$ cat src/lsc_pkg.sv
// Shared constants and types of the light sensor control register block
package lsc_pkg;
   // Register pointer values
   localparam logic [3:0] ADDR_MODE   = 4'h0;
   localparam logic [3:0] ADDR_SETUP  = 4'h1;
   localparam logic [3:0] ADDR_RES_LO = 4'h4;
   localparam logic [3:0] ADDR_RES_HI = 4'h5;
   localparam logic [3:0] ADDR_ID     = 4'ha;
   localparam logic [3:0] ADDR_LAST   = 4'hd;
   localparam logic [3:0] ADDR_FIRST  = 4'h0;

   // Field positions and reset values
   localparam int         CMD_SEL_BIT = 7;
   localparam int         SKIP_BIT    = 3;
   localparam logic [7:0] MODE_RESET  = 8'h00;
   localparam logic [7:0] SETUP_RESET = 8'h00;
   localparam logic [3:0] ID_LOW_NIB  = 4'h0;

   // Operating mode codes
   localparam logic [1:0] MODE_OFF = 2'h0;
   localparam logic [1:0] MODE_RSV = 2'h1;
   localparam logic [1:0] MODE_ONE = 2'h2;
   localparam logic [1:0] MODE_RUN = 2'h3;

   // Timing: integration at multiplier 1 and power-save gap at multiplier 1
   localparam int CLK_HZ      = 10_000_000;
   localparam int INT_MAX_MS  = 400;
   localparam int SAVE_MS     = 60;
   localparam int INT_MAX_CYC = INT_MAX_MS * (CLK_HZ / 1000);
   localparam int SAVE_CYC    = SAVE_MS * (CLK_HZ / 1000);

   typedef enum logic [2:0] {
      ST_OFF  = 3'b001,
      ST_INT  = 3'b010,
      ST_SAVE = 3'b100
   } lsc_state_e;

   // Byte-level requests from the serial interface front end
   typedef struct packed {
      logic       cmd;   // Command byte strobe
      logic       wr;    // Data write strobe
      logic       rd;    // Data read strobe
      logic [7:0] data;  // Command or write byte
   } lsc_req_s;
endpackage : lsc_pkg

$ cat src/lsc_light_regs.sv
// Control, timing and result registers of the ambient light sensor
`timescale 1ns/1ps
module lsc_light_regs #(
   parameter int         INT_CYC   = lsc_pkg::INT_MAX_CYC, // 400 ms in cycles
   parameter int         GAP_CYC   = lsc_pkg::SAVE_CYC,    // 60 ms in cycles
   parameter int         CNT_W     = 23,                   // Cycle counter width
   parameter logic [3:0] PART_CODE = 4'h3                  // Arbitrary part code
) (
   input  wire logic             sys_clk,     // 10 MHz clock
   input  wire logic             sys_rst,     // Asynchronous reset, active high
   input  wire logic             clkEn,       // Freezes all state while low
   input  wire lsc_pkg::lsc_req_s busReq,     // Byte requests from serial front end
   input  wire logic [15:0]      adcValue,    // Conversion value in lux
   output logic [7:0]            rdData,      // Read byte
   output logic                  rdValid,     // Read byte valid, one cycle
   output logic                  integrating, // Light integration in progress
   output logic                  lowPower     // Front end powered down or in gap
);
   // Elaboration-time refusal of counts that the counter cannot hold
   if (CNT_W < 3 || INT_CYC < 4 || GAP_CYC < 4 || INT_CYC >= (1 << CNT_W)
       || GAP_CYC >= (1 << CNT_W)) begin : g_bad_counts
      $error("lsc_light_regs: counts do not fit the counter");
   end

   localparam logic [CNT_W-1:0] INT_LEN = CNT_W'(INT_CYC);
   localparam logic [CNT_W-1:0] GAP_LEN = CNT_W'(GAP_CYC);

   lsc_pkg::lsc_state_e state, next_state;
   logic [CNT_W-1:0]    cnt, next_cnt;
   logic [7:0]          modeReg, next_modeReg;
   logic [7:0]          setupReg, next_setupReg;
   logic [15:0]         result, next_result;
   logic [7:0]          hiHold, next_hiHold;
   logic [3:0]          ptr, next_ptr;
   logic [7:0]          next_rdData;
   logic                next_rdValid;
   logic                xferNow;
   logic                modeWr;
   logic [CNT_W-1:0]    intLen, gapLen;

   // Multiplier 1, 2 or 4 divides the base length; reserved code acts as 1
   function automatic logic [CNT_W-1:0] scaled(input logic [CNT_W-1:0] base,
                                               input logic [1:0] sel);
      case (sel)
         2'h1:    scaled = base >> 1;
         2'h2:    scaled = base >> 2;
         default: scaled = base;
      endcase
   endfunction : scaled

   always_comb begin
      intLen = scaled(INT_LEN, setupReg[1:0]);
      gapLen = scaled(GAP_LEN, setupReg[1:0]);
      // A command byte outranks a write strobe in the same cycle
      modeWr = busReq.wr && !busReq.cmd && (ptr == lsc_pkg::ADDR_MODE);
   end

   // Conversion sequencer
   always_comb begin
      next_state   = state;
      next_cnt     = cnt;
      next_modeReg = modeReg;
      next_result  = result;
      xferNow      = 1'b0;
      case (state)
         lsc_pkg::ST_OFF: begin
            if (modeReg[1]) begin
               next_state = lsc_pkg::ST_INT;
               next_cnt   = intLen - 1'b1;
            end
         end
         lsc_pkg::ST_INT: begin
            if (!modeReg[1]) begin
               next_state = lsc_pkg::ST_OFF;
            end else if (cnt == '0) begin
               xferNow     = 1'b1;
               next_result = adcValue;
               if (modeReg[1:0] == lsc_pkg::MODE_ONE) begin
                  next_state   = lsc_pkg::ST_OFF;
                  next_modeReg = {modeReg[7:2], lsc_pkg::MODE_OFF};
               end else if (setupReg[lsc_pkg::SKIP_BIT]) begin
                  next_cnt = intLen - 1'b1;
               end else begin
                  next_state = lsc_pkg::ST_SAVE;
                  next_cnt   = gapLen - 1'b1;
               end
            end else begin
               next_cnt = cnt - 1'b1;
            end
         end
         lsc_pkg::ST_SAVE: begin
            if (modeReg[1:0] != lsc_pkg::MODE_RUN) begin
               next_state = lsc_pkg::ST_OFF;
            end else if (cnt == '0) begin
               next_state = lsc_pkg::ST_INT;
               next_cnt   = intLen - 1'b1;
            end else begin
               next_cnt = cnt - 1'b1;
            end
         end
         default: begin
            next_state = lsc_pkg::ST_OFF;
         end
      endcase
      // A host write to the mode register wins over the self-clear
      if (modeWr) begin
         next_modeReg = busReq.data;
      end
   end

   // Register access: command byte with bit 7 set sets pointer, reads auto-increment
   always_comb begin
      next_setupReg = setupReg;
      next_ptr      = ptr;
      next_hiHold   = hiHold;
      next_rdData   = rdData;
      next_rdValid  = 1'b0;
      if (busReq.cmd) begin
         if (busReq.data[lsc_pkg::CMD_SEL_BIT]) begin
            next_ptr = busReq.data[3:0];
         end
      end else if (busReq.wr) begin
         if (ptr == lsc_pkg::ADDR_SETUP) begin
            next_setupReg = busReq.data;
         end
      end else if (busReq.rd) begin
         next_rdValid = 1'b1;
         if (ptr == lsc_pkg::ADDR_MODE) begin
            next_rdData = modeReg;
         end else if (ptr == lsc_pkg::ADDR_SETUP) begin
            next_rdData = setupReg;
         end else if (ptr == lsc_pkg::ADDR_RES_LO) begin
            next_rdData = result[7:0];
            next_hiHold = result[15:8];
         end else if (ptr == lsc_pkg::ADDR_RES_HI) begin
            next_rdData = hiHold;
         end else if (ptr == lsc_pkg::ADDR_ID) begin
            next_rdData = {PART_CODE, lsc_pkg::ID_LOW_NIB};
         end else begin
            next_rdData = 8'h00;
         end
         if (ptr >= lsc_pkg::ADDR_LAST) begin
            next_ptr = lsc_pkg::ADDR_FIRST;
         end else begin
            next_ptr = ptr + 4'h1;
         end
      end
   end

   always_ff @(posedge sys_clk or posedge sys_rst) begin
      if (sys_rst) begin
         state    <= lsc_pkg::ST_OFF;
         cnt      <= '0;
         modeReg  <= lsc_pkg::MODE_RESET;
         setupReg <= lsc_pkg::SETUP_RESET;
         result   <= 16'h0000;
         hiHold   <= 8'h00;
         ptr      <= lsc_pkg::ADDR_FIRST;
         rdData   <= 8'h00;
         rdValid  <= 1'b0;
      end else if (clkEn) begin
         state    <= next_state;
         cnt      <= next_cnt;
         modeReg  <= next_modeReg;
         setupReg <= next_setupReg;
         result   <= next_result;
         hiHold   <= next_hiHold;
         ptr      <= next_ptr;
         rdData   <= next_rdData;
         rdValid  <= next_rdValid;
      end
   end

   assign integrating = (state == lsc_pkg::ST_INT);
   assign lowPower    = (state != lsc_pkg::ST_INT);
endmodule : lsc_light_regs

$ cat config.mk
export PLATFORM = sky130hd
export DESIGN_NAME = lsc_light_regs
export DESIGN_NICKNAME = d
export VERILOG_FILES = /design/src/lsc_pkg.sv /design/src/lsc_light_regs.sv
export SDC_FILE = /design/constraint.sdc
export NUM_CORES = 1
export LEC_CHECK = 0
export BUFFER_PORTS_ARGS = -buffer_cell sky130_fd_sc_hd__buf_2
export CORE_MARGIN = 2
export CORE_UTILIZATION = 54
export CTS_CLUSTER_DIAMETER = 150
export DETAILED_ROUTE_END_ITERATION = 6
export PLACE_DENSITY = 0.76
export SLEW_MARGIN = 15
export SYNTH_ARGS = -nofsm -noshare
export SYNTH_HDL_FRONTEND = slang
export SYNTH_SLANG_ARGS = --single-unit
export TNS_END_PERCENT = 50
$ cat constraint.sdc
create_clock -name sys_clk -period 2.89 [get_ports sys_clk]
set_clock_uncertainty 0.2 [all_clocks]
set_input_delay 0.1445 -clock sys_clk [delete_from_list [all_inputs] [get_ports sys_clk]]
set_output_delay 0.1445 -clock sys_clk [all_outputs]
set_load 0.005 [all_outputs]
# Word-level counts from Yosys, hierarchy flattened
# Index checks and enable logic that the tools add are counted.
# word_totals
latchBits	0
regBits	79
mem_bits_rw	0
romBits	0
word_cells	98
n_memories	0
output_inout_bits	11
input_bits	30
# op_classes
n_mul	0
n_lt_le_gt_ge	1
n_addsub	4
n_shift	0
bitwise_logic	4
div_mod_pow	0
n_reduce_logical	21
mux	36
eq_ne	21
# op_table
cell	count
2-to-1 mux 23 bit	7
case mux 23 bit (3 select lines)	1
subtractor 23 x 1 -> 23 bit, second input constant	3
case mux 22 bit (2 select lines)	1
2-to-1 mux 8 bit	5
case mux 20 bit (2 select lines)	1
logical NOT 23 bit	1
2-to-1 mux 3 bit	7
2-to-1 mux 4 bit	5
AND reduction 4 bit	4
AND reduction 5 bit	2
nonzero test 2 bit	5
case mux 3 bit (3 select lines)	1
equality test 4 x 3 -> 1 bit, second input constant	2
2-to-1 mux 2 bit	4
inequality test 2 bit, second input constant	4
AND reduction 7 bit	1
2-to-1 mux 6 bit	1
inequality test 3 x 2 -> 1 bit, second input constant	2
inequality test 3 bit, second input constant	2
AND reduction 6 bit	1
adder 4 x 1 -> 4 bit, second input constant	1
equality test 2 bit, second input constant	2
equality test 4 x 1 -> 1 bit, second input constant	1
other kinds (15)	23

# Logic depth before layout (Yosys ltp)
# depth
depth_word	8
mapped_depth	10
mapped_depth_nobuf	9

# Worst setup path after synthesis
# Ideal clock, no wire load.
# synth_path
path_type	reg2reg
start	register cnt[0]
end	register result[0]
setup_ps	125
setup_slack_ps	143
path_stages_with_launch	10
t_arrival_ps	2421
n_path_buf	2
synth_period_minus_slack_ps	2747
t_required_ps	2565
cell_sequence	dfrtp_1 -> inv_1 -> ha_1 -> or4b_1 -> nor3_2 -> nand3_2 -> or3_1 -> buf_2 -> buf_6 -> mux2_4
# synth_between
elab_chain_len	2
# synth_rtl
element	line_no	rtl
start: declaration	lsc_light_regs.sv:29	logic [CNT_W-1:0] cnt, next_cnt;
start signal: assignment	lsc_light_regs.sv:163	cnt <= next_cnt;
logical NOT 23 bit	lsc_light_regs.sv:75	end else if (cnt == '0) begin
AND reduction 4 bit (no source line)	-	
end signal: assignment	lsc_light_regs.sv:166	result <= next_result;
end: declaration	lsc_light_regs.sv:32	logic [15:0] result, next_result;
# Every way passes these cells.
# A chain may end at the register's enable or synchronous reset.

# Worst setup path after layout
# layout_path
start	register cnt[0]
end	register result[2]
# Same word-level chain as after synthesis.

==> impl_results.md <==
* Outcome: finished, final reports clean
* Die H at roughly 95 um
* Sequential power share at 40.6%
* Final #Nets at 592
* First-pass GRT wire length at 18500 um
* Clk pin slew, worst setup/hold paths at 90 ps
* Syn-to-layout area delta at 21.5%
* Max-Cap Viols at 0
* Num ports at between 40 and 50
* CTS tree: yes
* Die area at between 9000 and 10000 um^2
* Comb pwr share at between 30% and 40%
* Reg2reg setup slack at between 100 and 150 ps
* Clk pwr share at 20.5%
* Tot Pwr at 4.37 mW
* Syn nets at 512
* WL final at 11400 um
* Worst r2r dst: result[2]$_DFFE_PP0P_
* Number of antenna violations at the first check in global routing at 0
* Mapped Cells at roughly 470
* Antenna cells at 0
* Die Span X at roughly 95 um
* Dpl hpwl at ~8000 um
* Startpoint type of the worst setup path: register
* Hold depth at 5
* Starting DRT DRC Count at ~280
* Async S/R FF share, synth at 100%
* Count leader, synth: dfrtp_1
* Worst min-delay path category: in -> reg
* Sequential share of the synthesized area at about 44%
* Yosys warns at 0
* Post-synth EDFFs at 0
* Tmin final at ~2800 ps
* Worst r2r src: cnt[0]$_DFFE_PP0P_
* Crit Path Category: reg -> reg
* Hold wc startpoint: busReq[9]
* Post-synth top area share at a little over two fifths
* GRT Overall Usage at a little over a quarter
* Crit-path max cell delay at approximately 500 ps
* Worst vdd ir at between 0.4 and 0.5 mV
* Sw Pwr at 1.81 mW
* Top post-synthesis cells by count: dfrtp_1 (78), nand2_1 (51), a21oi_1 (47)
* H-tree depth reported by CTS at 3
* Setup tns final at 0 ps
* Placed Instances at ~600
* Clock root buffer: clkbuf_8
* Critical path endpoint category: register
* Min-Delay Endpoint: modeReg[1]$_DFFE_PP0P_
* P_leak at around 2.4 nW
* Worst path slowest cell: or4b_4
* Least-Margin Pin Slew at approximately 650 ps
* DRC at 0
* Final period utilization at 95.9%
* Antenna-violating nets left at 0
* Wire length per cell at around 17 um
* Initial Util at 54.9%
* Largest area contributor in the netlist: dfrtp_1
* Rows at 33
* Arr. time, crit path at around 2800 ps
* Netlist cell types at 60
* Clk_lat worst skew at approximately 370 ps
* Final setup violation count at 0
* Slew HR at a little under three fifths
* CP Cell Sequence: inv_1, ha_2, or4b_4, nor3_4, nand3_2, or3_4, buf_8, mux2_4
* Crit-path max FO at 16
* Power Density at a little over 800 nW/um^2
* Pre-antenna DRT Iters at 5
* Crit path required time at 2950 ps
* Placeable Area at just over 8000 um^2
* Fmax at 0.361 GHz
* Cell count of the worst reg-to-reg path at 8
* Ys flop type: dfrtp_1
* Final Max Tran Viols at 0
* Yosys reg bits at 79
* # clock sinks at 79
* Share of layout cells above drive strength 1 at about a quarter
* Total gr overflow at 0
* Maximum clock insertion buffer count at 2
* Final std cells w/o fill at between 600 and 700
* Hold Violations, Final at 0
* GPL Wtd Cong at between 0.9 and 1
* Vias/cell at around 6.1
* Final Hold Slack at approximately 49 ps
* Largest net degree at the start of global routing at 36
* Net Sw Frac at about two fifths
* Synth top area cells: dfrtp_1 (44%), mux2_2 (7.1%), a21oi_1 (5.3%)
* P_int at approximately 2.6 mW
* Area post-placement at 4860 um^2
* Mapped Area at about 4500 um^2
* Vias in the first global route at around 3900
* Via Count at around 4000
* Syn Area/Cell at ~9.5 um^2
* Port buffer count at 40
* Fin area at ~5400 um^2
* Num CTS Buffers at 9
## worst max-delay path by stage
stage                            start               endpoint  slack (ps)  cells after the start
floorplan           cnt[0]$_DFFE_PP0P_  result[0]$_DFFE_PP0P_         140                      9
global placement    cnt[0]$_DFFE_PP0P_  result[4]$_DFFE_PP0P_         100                      8
detailed placement  cnt[0]$_DFFE_PP0P_  result[3]$_DFFE_PP0P_          -6                      8
CTS                 cnt[0]$_DFFE_PP0P_  result[3]$_DFFE_PP0P_          20                      8
global route        cnt[0]$_DFFE_PP0P_   state[2]$_DFFE_PP0P_         -10                      9
finish              cnt[0]$_DFFE_PP0P_  result[2]$_DFFE_PP0P_         120                      8
## power by group through the flow
stage	Clock [mW]	Combinational, mW	Sequential [mW]
after floorplan	0	1.26	1.61
final	0.895	1.70	1.78
after global placement	0	1.54	1.76
after detailed placement	0	1.57	1.78
after CTS	0.916	1.62	1.77
after global routing	0.954	1.89	1.83
## cells in the final DEF (no fill, tap or decap), types with 10 or more instances in the layout
cell type	synthesis	layout
buf_4	0	29
mux2_4	10	10
buf_2	2	40
inv_1	15	14
dlygate4sd3_1	0	27
nand3_1	10	10
a21oi_1	47	47
mux2_2	28	28
o21ai_0	46	46
a31oi_1	11	11
dfrtp_1	78	78
nand2_1	51	51
nor2_1	27	27
## state kept, by name, indices dropped and copies added (netlist names)
signal	count
modeReg	8
result	16
ptr	4
cnt	23
state	3
rdData	8
rdValid	1
setupReg	8
hiHold	8
## cell type report
class,instances,area [um^2]
clock buffers,9,124
clock inverters,7,88.8
fillers,629,2700
inverters,16,61.3
multi-input cells,349,2340
flip-flops and latches,79,1980
well taps,105,131
repair buffers,97,703
## metrics by stage
step	utilization (%)	setup slack (ps)
3_3_place_gp	59.7	99.2
4_1_cts	65.7	22.8
2_1_floorplan	-	143
3_5_place_dp	59.7	-6.09
6_report	66.8	119
5_1_grt	66.8	-9.72
## what timing repair did
| action | in CTS | in global routing |
|---|---|---|
| pin swaps | 0 | 3 |
| gates resized for setup | 1 | 6 |
| setup buffers | 0 | 8 |
| hold buffers | 27 | 0 |
| hold endpoints to repair | 70 | 0 |
| endpoints found under the setup margin | 14 | 35 |
| cloned | 0 | 0 |
## worst max-delay path, delay by kind of cell (launching register included)
kind                       cells  cell delay (ps)
muxes                          1              310
adders and majority gates      1              200
DFF                            1              420
and+or+nand+nor                4             1280
buffers and inverters          2              250
## cells by family (layout without fill, tap and decap cells)
| logic type | Yosys count | after routing | synth area share [%] |
|---|---|---|---|
| buf+inv | 44 | 129 | 3.92 |
| compound gates | 156 | 156 | 21.4 |
| mux | 38 | 38 | 10.4 |
| simple gates | 143 | 143 | 16.8 |
| fa+ha+maj | 10 | 10 | 2.80 |
| xor+xnor | 2 | 2 | 0.392 |
| flops | 79 | 79 | 44.3 |
## per-layer routing
layer  share of wire (%)  vias up  track usage, %
li1                    -     1904               -
met1                  42     1971            33.1
met2                  51      140            44.7
met3                 5.1       26            5.27
met4                 2.5        0            11.2
met5                   0        -               0
No activity file was read; power rests on OpenSTA's default activity.
